### config.mk
export PLATFORM = sky130hd
export DESIGN_NAME = sdam_alarm_mgr
export DESIGN_NICKNAME = d
export VERILOG_FILES = /design/src/verilog/sdam_pkg.sv /design/src/verilog/sdam_alarm_mgr.sv /design/src/verilog/sdam_sync.sv
export VERILOG_INCLUDE_DIRS = /design/src /design/src/verilog
export SDC_FILE = /design/constraint.sdc
export NUM_CORES = 1
export LEC_CHECK = 0
export BUFFER_PORTS_ARGS = -buffer_cell sky130_fd_sc_hd__buf_4
export CORE_MARGIN = 3
export CORE_UTILIZATION = 56
export CTS_CLUSTER_DIAMETER = 30
export DETAILED_ROUTE_END_ITERATION = 8
export PLACE_DENSITY_LB_ADDON = 0.2
export SYNTH_ARGS = -nofsm -noshare
export SYNTH_HDL_FRONTEND = slang
export SYNTH_HIERARCHICAL = 1
export SYNTH_SLANG_ARGS = --single-unit
### constraint.sdc
create_clock -name CLK_I -period 8.2 [get_ports CLK_I]
set_input_delay 1.64 -clock CLK_I [delete_from_list [all_inputs] [get_ports CLK_I]]
set_output_delay 1.64 -clock CLK_I [all_outputs]
set_load 0.02 [all_outputs]
### src/verilog/sdam_regs.svh
// alarm manager constants: alarm codes, display patterns, timing
`ifndef SDAM_REGS_SVH
`define SDAM_REGS_SVH

// alarm codes, two BCD digits
`define SDAM_ALM_OVERLOAD     8'h16
`define SDAM_ALM_ENC_COMM     8'h21
`define SDAM_ALM_DEV_OVF      8'h24
`define SDAM_ALM_OVERSPEED    8'h26
`define SDAM_ALM_INT_DEV      8'h29
`define SDAM_ALM_OVERRUN      8'h34
`define SDAM_ALM_PARAM_DATA   8'h36
`define SDAM_ALM_PARAM_VERIFY 8'h37
`define SDAM_ALM_INHIBIT      8'h38
`define SDAM_ALM_INDEX        8'h48
`define SDAM_ALM_NODE_ADDR    8'h82
`define SDAM_ALM_COMM         8'h83
`define SDAM_ALM_SYNC_CYCLE   8'h84
`define SDAM_ALM_ESTOP        8'h87
`define SDAM_ALM_SYNC_CMD     8'h91

// warning codes
`define SDAM_WRN_NET          8'h96
`define SDAM_WRN_OVERLOAD     8'h90
`define SDAM_WRN_NONE         8'h00

// processor fault and blank display patterns, two ASCII characters; high nibble of an ASCII digit
`define SDAM_DISP_HH          16'h4848
`define SDAM_DISP_LHH         16'h6868
`define SDAM_DISP_YY          16'h7979
`define SDAM_DISP_BLANK       16'h2020
`define SDAM_ASCII_DIGIT      4'h3

// processor fault selector values
`define SDAM_MPU_NONE         2'h0
`define SDAM_MPU_HH           2'h1
`define SDAM_MPU_LHH          2'h2

// internal deviation counter limit, two to the 27th
`define SDAM_INT_DEV_LIMIT    32'h0800_0000

// node address permitted range
`define SDAM_NODE_MIN         8'h03
`define SDAM_NODE_MAX         8'h1F

// overload reset lockout
`define SDAM_LOCK_TIME_MS     10000
`define SDAM_CLK_HZ           100000000
`define SDAM_HZ_PER_KHZ       1000

// trip vector size
`define SDAM_NUM_TRIPS        15

`endif

### src/verilog/sdam_pkg.sv
// alarm manager shared types
`default_nettype none
package sdam_pkg;
	typedef enum logic [0:0]
	{
		SDAM_RUN   = 1'b0,
		SDAM_FAULT = 1'b1
	} sdam_state_t;

	typedef struct packed
	{
		logic power_cycle_clear_class;
		logic no_history;
	} sdam_class_t;
endpackage
`default_nettype wire

### src/verilog/sdam_alarm_mgr.sv
// servo drive alarm manager: detection, classes, reset, display
`timescale 1ns/10ps
`default_nettype none
`include "sdam_regs.svh"

module sdam_alarm_mgr #(
	parameter int unsigned LOCK_CYCLES    = `SDAM_LOCK_TIME_MS * (`SDAM_CLK_HZ / `SDAM_HZ_PER_KHZ),
	parameter int unsigned ENC_FAIL_LIMIT = 3
) (
	// clock and reset
	input  wire logic        CLK_I,
	input  wire logic        RST_I,
	// pins from outside the clock domain
	input  wire logic        ESTOP_OPEN_I,
	input  wire logic        FWD_TRAVEL_INHIBIT_OPEN_I,
	input  wire logic        REV_TRAVEL_INHIBIT_OPEN_I,
	input  wire logic        INDEX_PULSE_I,
	input  wire logic [7:0]  NODE_ADDR_I,
	// monitor values and settings
	input  wire logic [31:0] DEVIATION_CNT_I,
	input  wire logic [31:0] DEVIATION_OVERFLOW_LEVEL_I,
	input  wire logic [15:0] MOTOR_SPEED_I,
	input  wire logic [15:0] OVERSPEED_DETECT_LEVEL_I,
	input  wire logic [31:0] INTERNAL_DEV_CNT_I,
	input  wire logic [31:0] OVERRUN_DISTANCE_I,
	input  wire logic [31:0] OVERRUN_RANGE_SETTING_I,
	input  wire logic [23:0] INDEX_TIMEOUT_I,
	input  wire logic        OVERLOAD_TRIP_I,
	input  wire logic        OVERLOAD_NEAR_I,
	input  wire logic [1:0]  MPU_FAULT_I,
	// power-on parameter check
	input  wire logic        PARAM_CHECK_DONE_I,
	input  wire logic        PARAM_DATA_BAD_I,
	input  wire logic        PARAM_VERIFY_BAD_I,
	// encoder and fieldbus events
	input  wire logic        ENC_COMM_FAIL_I,
	input  wire logic        ENC_COMM_OK_I,
	input  wire logic        RX_FAIL_I,
	input  wire logic        RX_OK_I,
	input  wire logic [7:0]  COMM_RETRY_LIMIT_I,
	input  wire logic        LINK_ACTIVE_I,
	input  wire logic        CYCLE_TICK_I,
	input  wire logic        SYNC_FRAME_I,
	input  wire logic        ASYNC_MODE_I,
	input  wire logic        SYNC_CMD_I,
	input  wire logic        NET_ERROR_I,
	// reset requests
	input  wire logic        RESET_BUS_I,
	input  wire logic        RESET_TOOL_I,
	input  wire logic        RESET_PANEL_I,
	input  wire logic        WARN_CLEAR_I,
	// alarm outputs
	output var  logic        FAULT_OUTPUT_O,
	output var  logic        SERVO_OFF_O,
	output var  logic [7:0]  ALARM_CODE_O,
	output var  logic [15:0] DISPLAY_O,
	output var  logic        RESET_LOCKED_O,
	// history and warnings
	output var  logic        HIST_WR_O,
	output var  logic [7:0]  HIST_CODE_O,
	output var  logic [7:0]  WARN_CODE_O
);
	localparam int NT = `SDAM_NUM_TRIPS;

	// trip index to code, lower index wins
	function automatic logic [7:0] code_of(input int unsigned idx);
		case (idx)
			0:       code_of = `SDAM_ALM_PARAM_DATA;
			1:       code_of = `SDAM_ALM_PARAM_VERIFY;
			2:       code_of = `SDAM_ALM_ENC_COMM;
			3:       code_of = `SDAM_ALM_ESTOP;
			4:       code_of = `SDAM_ALM_INHIBIT;
			5:       code_of = `SDAM_ALM_INT_DEV;
			6:       code_of = `SDAM_ALM_DEV_OVF;
			7:       code_of = `SDAM_ALM_OVERSPEED;
			8:       code_of = `SDAM_ALM_OVERRUN;
			9:       code_of = `SDAM_ALM_OVERLOAD;
			10:      code_of = `SDAM_ALM_INDEX;
			11:      code_of = `SDAM_ALM_NODE_ADDR;
			12:      code_of = `SDAM_ALM_COMM;
			13:      code_of = `SDAM_ALM_SYNC_CYCLE;
			default: code_of = `SDAM_ALM_SYNC_CMD;
		endcase
	endfunction

	function automatic sdam_pkg::sdam_class_t class_of(input logic [7:0] code);
		class_of = '0;
		case (code)
			`SDAM_ALM_ENC_COMM:     class_of.power_cycle_clear_class = 1'b1;
			`SDAM_ALM_PARAM_DATA,
			`SDAM_ALM_PARAM_VERIFY: class_of = 2'b11;
			`SDAM_ALM_INHIBIT,
			`SDAM_ALM_ESTOP:        class_of.no_history = 1'b1;
			default:                class_of = '0;
		endcase
	endfunction

	function automatic logic [15:0] to_ascii(input logic [7:0] bcd);
		to_ascii = {`SDAM_ASCII_DIGIT, bcd[7:4], `SDAM_ASCII_DIGIT, bcd[3:0]};
	endfunction

	// network warning outranks overload warning
	function automatic logic [7:0] warn_code(input logic net, input logic ovl);
		warn_code = net ? `SDAM_WRN_NET : ovl ? `SDAM_WRN_OVERLOAD : `SDAM_WRN_NONE;
	endfunction

	// synchronised pins
	logic [11:0] pins_s;
	logic        estop_s, fwd_s, rev_s, index_s;
	logic [7:0]  node_s;

	sdam_sync #(.WIDTH(12)) u_sync (
		.clk_i (CLK_I),
		.rst_i (RST_I),
		.d_i   ({ESTOP_OPEN_I, FWD_TRAVEL_INHIBIT_OPEN_I, REV_TRAVEL_INHIBIT_OPEN_I,
		         INDEX_PULSE_I, NODE_ADDR_I}),
		.q_o   (pins_s)
	);
	assign {estop_s, fwd_s, rev_s, index_s, node_s} = pins_s;

	// state
	sdam_pkg::sdam_state_t state_q, state_d;
	logic [7:0]  code_q, code_d;
	logic        pr_q, pr_d;
	logic [31:0] lock_q, lock_d;
	logic        hist_wr_q, hist_wr_d;
	logic [7:0]  hist_code_q, hist_code_d;
	logic [15:0] disp_q, disp_d;
	logic [7:0]  enc_fail_q, enc_fail_d;
	logic [7:0]  rx_fail_q, rx_fail_d;
	logic        sync_seen_q, sync_seen_d;
	logic        index_prev_q;
	logic [1:0]  settle_q, settle_d;
	logic [23:0] index_cnt_q, index_cnt_d;
	logic        warn_ovl_q, warn_ovl_d, warn_net_q, warn_net_d;
	logic [NT-1:0] trip;
	logic        any_trip, any_reset, reset_ok;
	logic [7:0]  new_code;
	sdam_pkg::sdam_class_t new_cls;

	// detection
	always_comb
	begin
		trip     = '0;
		trip[0]  = PARAM_CHECK_DONE_I && PARAM_DATA_BAD_I;
		trip[1]  = PARAM_CHECK_DONE_I && PARAM_VERIFY_BAD_I;
		trip[2]  = enc_fail_q >= 8'(ENC_FAIL_LIMIT);
		trip[3]  = estop_s;
		trip[4]  = fwd_s && rev_s;
		trip[5]  = INTERNAL_DEV_CNT_I > `SDAM_INT_DEV_LIMIT;
		trip[6]  = DEVIATION_CNT_I > DEVIATION_OVERFLOW_LEVEL_I;
		trip[7]  = MOTOR_SPEED_I > OVERSPEED_DETECT_LEVEL_I;
		trip[8]  = OVERRUN_DISTANCE_I > OVERRUN_RANGE_SETTING_I;
		trip[9]  = OVERLOAD_TRIP_I;
		trip[10] = (INDEX_TIMEOUT_I != '0) && (index_cnt_q >= INDEX_TIMEOUT_I);
		// synchroniser shows 0 for two edges after reset; not a real address
		trip[11] = settle_q[1]
		           && ((node_s < `SDAM_NODE_MIN) || (node_s > `SDAM_NODE_MAX));
		trip[12] = rx_fail_q > COMM_RETRY_LIMIT_I;
		trip[13] = LINK_ACTIVE_I && CYCLE_TICK_I && !sync_seen_q;
		trip[14] = ASYNC_MODE_I && SYNC_CMD_I;
		any_trip = |trip;
		new_code = code_of(NT - 1);
		for (int i = NT - 1; i >= 0; i--)
		begin
			if (trip[i])
			begin
				new_code = code_of(i);
			end
		end
		new_cls = class_of(new_code);
	end

	// monitor counters
	always_comb
	begin
		enc_fail_d  = enc_fail_q;
		rx_fail_d   = rx_fail_q;
		sync_seen_d = sync_seen_q;
		index_cnt_d = index_cnt_q;
		settle_d    = {settle_q[0], 1'b1};
		if (ENC_COMM_OK_I)
		begin
			enc_fail_d = '0;
		end
		else if (ENC_COMM_FAIL_I && enc_fail_q != 8'hFF)
		begin
			enc_fail_d = enc_fail_q + 8'h01;
		end
		if (RX_OK_I)
		begin
			rx_fail_d = '0;
		end
		else if (RX_FAIL_I && rx_fail_q != 8'hFF)
		begin
			rx_fail_d = rx_fail_q + 8'h01;
		end
		// a frame in the tick cycle counts for the next cycle
		if (CYCLE_TICK_I || !LINK_ACTIVE_I)
		begin
			sync_seen_d = SYNC_FRAME_I;
		end
		else if (SYNC_FRAME_I)
		begin
			sync_seen_d = 1'b1;
		end
		if (index_s && !index_prev_q)
		begin
			index_cnt_d = '0;
		end
		else if (index_cnt_q != 24'hFF_FFFF)
		begin
			index_cnt_d = index_cnt_q + 24'h00_0001;
		end
	end

	// alarm latch, reset and display
	always_comb
	begin
		state_d     = state_q;
		code_d      = code_q;
		pr_d        = pr_q;
		lock_d      = (lock_q != '0) ? lock_q - 32'h1 : lock_q;
		hist_wr_d   = 1'b0;
		hist_code_d = hist_code_q;
		any_reset   = RESET_BUS_I || RESET_TOOL_I || RESET_PANEL_I;
		reset_ok    = any_reset && !pr_q && (lock_q == '0);
		case (state_q)
			sdam_pkg::SDAM_RUN:
			begin
				if (any_trip)
				begin
					state_d     = sdam_pkg::SDAM_FAULT;
					code_d      = new_code;
					pr_d        = new_cls.power_cycle_clear_class;
					hist_wr_d   = !new_cls.no_history;
					hist_code_d = new_code;
					if (new_code == `SDAM_ALM_OVERLOAD)
					begin
						lock_d = 32'(LOCK_CYCLES);
					end
				end
			end
			sdam_pkg::SDAM_FAULT:
			begin
				// code frozen here; a trip still present re-latches next cycle
				if (reset_ok)
				begin
					state_d = sdam_pkg::SDAM_RUN;
					code_d  = `SDAM_WRN_NONE;
				end
			end
			default: state_d = sdam_pkg::SDAM_RUN;
		endcase
		// warnings: set wins over clear
		warn_ovl_d = OVERLOAD_NEAR_I || (warn_ovl_q && !WARN_CLEAR_I);
		warn_net_d = NET_ERROR_I || (warn_net_q && !WARN_CLEAR_I);
		case (MPU_FAULT_I)
			`SDAM_MPU_NONE: disp_d = (state_d == sdam_pkg::SDAM_FAULT) ? to_ascii(code_d)
			                         : (warn_net_d || warn_ovl_d) ? to_ascii(warn_code(warn_net_d, warn_ovl_d))
			                         : `SDAM_DISP_BLANK;
			`SDAM_MPU_HH:   disp_d = `SDAM_DISP_HH;
			`SDAM_MPU_LHH:  disp_d = `SDAM_DISP_LHH;
			default:        disp_d = `SDAM_DISP_YY;
		endcase
	end

	always_ff @(posedge CLK_I or posedge RST_I)
	begin
		if (RST_I)
		begin
			state_q      <= sdam_pkg::SDAM_RUN;
			code_q       <= '0;
			pr_q         <= 1'b0;
			lock_q       <= '0;
			hist_wr_q    <= 1'b0;
			hist_code_q  <= '0;
			disp_q       <= `SDAM_DISP_BLANK;
			enc_fail_q   <= '0;
			rx_fail_q    <= '0;
			sync_seen_q  <= 1'b1;
			index_prev_q <= 1'b0;
			settle_q     <= '0;
			index_cnt_q  <= '0;
			warn_ovl_q   <= 1'b0;
			warn_net_q   <= 1'b0;
		end
		else
		begin
			state_q      <= state_d;
			code_q       <= code_d;
			pr_q         <= pr_d;
			lock_q       <= lock_d;
			hist_wr_q    <= hist_wr_d;
			hist_code_q  <= hist_code_d;
			disp_q       <= disp_d;
			enc_fail_q   <= enc_fail_d;
			rx_fail_q    <= rx_fail_d;
			sync_seen_q  <= sync_seen_d;
			index_prev_q <= index_s;
			settle_q     <= settle_d;
			index_cnt_q  <= index_cnt_d;
			warn_ovl_q   <= warn_ovl_d;
			warn_net_q   <= warn_net_d;
		end
	end

	// processor fault also counts as a fault for the output pin
	assign FAULT_OUTPUT_O = (state_q == sdam_pkg::SDAM_RUN) && (MPU_FAULT_I == `SDAM_MPU_NONE);
	assign SERVO_OFF_O    = !FAULT_OUTPUT_O;
	assign ALARM_CODE_O   = code_q;
	assign DISPLAY_O      = disp_q;
	assign RESET_LOCKED_O = lock_q != '0;
	assign HIST_WR_O      = hist_wr_q;
	assign HIST_CODE_O    = hist_code_q;
	assign WARN_CODE_O    = warn_code(warn_net_q, warn_ovl_q);
endmodule
`default_nettype wire

### src/verilog/sdam_sync.sv
// two flip-flop synchroniser for pin inputs
`timescale 1ns/10ps
`default_nettype none
module sdam_sync #(
	parameter int WIDTH = 1
) (
	// clock and reset
	input  wire logic             clk_i,
	input  wire logic             rst_i,
	// pins and synchronised levels
	input  wire logic [WIDTH-1:0] d_i,
	output var  logic [WIDTH-1:0] q_o
);
	logic [WIDTH-1:0] meta_q;

	always_ff @(posedge clk_i or posedge rst_i)
	begin
		if (rst_i)
		begin
			meta_q <= '0;
			q_o    <= '0;
		end
		else
		begin
			meta_q <= d_i;
			q_o    <= meta_q;
		end
	end
endmodule
`default_nettype wire

==> results.md <==
- Slew Viols, Final: 0
- Height of the die: 133 um
- # clock sinks: 132
- Layout Nets: 1,661
- Dpl hpwl: 20,000 um
- Predominant post-synthesis flop cell: dfrtp_1
- Status: finished, final reports clean
- Fin crit share: 0.569
- Post-synthesis cell area: 0.00897 sq mm
- Crit end category: flop
- CTS root buf: clkbuf_16
- Fill cell count: 1,129
- Share of cells above drive strength 1: 0.275
- Layout Skew: 9.06 ps
- Synth top area cells: dfrtp_1 36%, ha_1 17%, inv_1 5.7%, xor2_1 3.4%, nor2_1 3.3%
- Worst min path class: flop to flop
- Area grow syn2layout: 33.0%
- # diodes: 0
- Syn Inst Count: 987
- Syn Area/Cell: 9.09 sq um
- Clock transition at path regs: 50 ps
- RSZ-0062 raised after global routing: no
- Critical path peak fanout: 25
- Buffer count from post-CTS setup fixing: 0
- Post-synth top area cell: dfrtp_1
- CTS tree: done
- Hold Buf Count CTS: 0
- Vias per cell: 5.43
- CP arrival: 4960 ps
- Resize count post-CTS: 0
- Hold Violations, Final: 0
- Final RePlAce weighted congestion: 0.952
- Max Cap Viol: 0
- FF/Latch Area: 0.00331 sq mm
- Largest net degree at the start of global routing: 63
- Max VDD drop: 0.153 mV
- Routed via count: 8,188
- Antenna-violating nets left: 0
- Top cells by count, synth: 136 x inv_1, 130 x dfrtp_1, 119 x ha_1, 78 x nor2_1, 70 x nand2_1
- Global-route wire length before repair: 40,200 um
- PortBufs: 296
- Boundary pin count: 303
- DR DRC count: 0
- Vias in the first global route: 8,355
- Area of the multi-input gates: 0.00500 sq mm
- Core footprint: 0.0154 sq mm
- Finished layout cell area: 0.0119 sq mm
- Cell Area, Placed: 0.0113 sq mm
- P_leak: 6.07 nW
- Starting Density: 0.582
- Die Wd: 133 um
- Minimum clock period after layout: 4660 ps
- H-tree depth: 4
- Total global-route track usage: 0.283
- Initial antenna violation count: 0
- Startpoint Class: primary input
- Synth top area share: 0.363
- FP Rows: 45
- CTS Buf Count: 17
- Number of synthesized register bits: 132
- Fmax: 0.214 GHz
- Most frequent cell after synthesis: inv_1
- Clk buf depth: 2
- PwrDens: 158 mW/mm^2
- Distinct cells, synth: 76
- TNS Setup: 0 ps
- Die area: 0.0176 sq mm
- Post-synthesis sequential area ratio: 0.368
- DR pass1 iterations: 6
- Worst-skew pair later-pin latency: 410 ps
- Final setup fails: 0
- WL final: 24,700 um
- Grt ovf: 0
- Slew margin rel.: 0.241
- Critical path class: primary input to flop
- EDFF count, synth: 0
- Tightest Pin Transition: 1130 ps
- Synth warnings: 6
- WL/cell: 16.4 um
- Crit path required time: 8500 ps
- Detailed Route Iter0 Violations: 481
- Async SR Flop Fraction: 1.00
==> cells in the final DEF, fill, tap and decap left out, types with 5 or more instances in the layout <==
cell type  count
buf_4        298
inv_1        135
dfrtp_1      130
ha_1         119
nor2_1        78
nand2_1       70
a21oi_1       58
nand4_1       37
xor2_1        35
nand3_1       30
o21ai_0       27
nor3_1        23
nor4_1        22
xnor2_1       19
nand2b_1      18
clkbuf_16     17
or3_1         15
a21o_1        14
nor2b_1       12
a31oi_1        8
and3_1         7
a211oi_1       7
conb_1         7
and4_1         5
o31ai_1        5
==> layer usage <==
metal  part of all wire  up-vias  global-route usage  wire length, um
met3              0.059       52              0.0692             1460
li1                   -     4030                   -                -
met4              0.029        0              0.0947              714
met5                  0        -                   0                0
met1               0.40     3831               0.339             9910
met2               0.51      275               0.500            12600
==> power breakdown <==
group / switching (mW) / total (mW) / internal, mW
Clock: 0.273 / 0.781 / 0.509
Sequential: 0.0394 / 0.737 / 0.698
Combinational: 0.177 / 0.368 / 0.191
==> state kept, by name (all words and copies together), names as in the netlist, 2 cells and up <==
name,flops
index_cnt_q,24
settle_q,2
u_sync/q_o,12
lock_q,32
enc_fail_q,8
HIST_CODE_O,8
ALARM_CODE_O,8
DISPLAY_O,11
u_sync/meta_q,12
rx_fail_q,8
==> cells by family after synthesis <==
| logic type | count (synthesis) | share of synthesized area |
|---|---|---|
| muxes | 3 | 0.00335 |
| other | 2 | 0.000837 |
| DFF | 132 | 0.368 |
| buffers and inverters | 162 | 0.0763 |
| and+or+nand+nor | 348 | 0.207 |
| xor gates and xnor gates | 54 | 0.0527 |
| AOI/OAI and AO/OA | 167 | 0.125 |
| adders and majority gates | 119 | 0.166 |
==> path summary, 6_finish.rpt <==
check | startpoint | end | slack, ps | cells after the start
max in group asynchronous | RST_I | lock_q[30] | 5700 | 3
min in group asynchronous | RST_I | settle_q[0] | 1300 | 2
hold reg to reg | u_sync/meta_q[5] | u_sync/q_o[5] | 350 | 0
setup reg to reg | index_cnt_q[0] | DISPLAY_O[0] | 4500 | 11
hold / removal | u_sync/meta_q[5] | u_sync/q_o[5] | 350 | 0
setup / recovery | DEVIATION_CNT_I[30] | DISPLAY_O[0] | 3540 | 11
==> cell type report <==
class | count | area share
Tap cell | 211 | 0.0221
Inverter | 136 | 0.0430
Timing Repair Buffer | 298 | 0.187
Clock inverter | 9 | 0.0105
Clock buffer | 23 | 0.0409
Multi-Input combinational cell | 698 | 0.419
Sequential cell | 132 | 0.277
==> critical path: stages <==
cell and delay [ps]:
buf_4 110, ha_1 300, nand4_1 180, nor4_2 380
nand4_1 170, a22o_1 260, a31oi_1 440, and3_2 350
a21o_1 570, a21boi_0 250, a31o_2 300
==> through the flow <==
stage / hold slack [ps] / power [mW] / worst slack [ps] / std cells / util
CTS: 345 / 1.90 / 3590 / 1507 / 0.773
floorplan: 331 / 0.947 / 3720 / 992 / -
detailed placement: 335 / 1.11 / 3160 / 1475 / 0.734
global route: 356 / 1.98 / 3210 / 1507 / 0.773
finish: 347 / 1.89 / 3540 / 1507 / 0.773
global placement: 333 / 1.10 / 3290 / 1475 / 0.734
No activity file was read; power rests on OpenSTA's default activity.
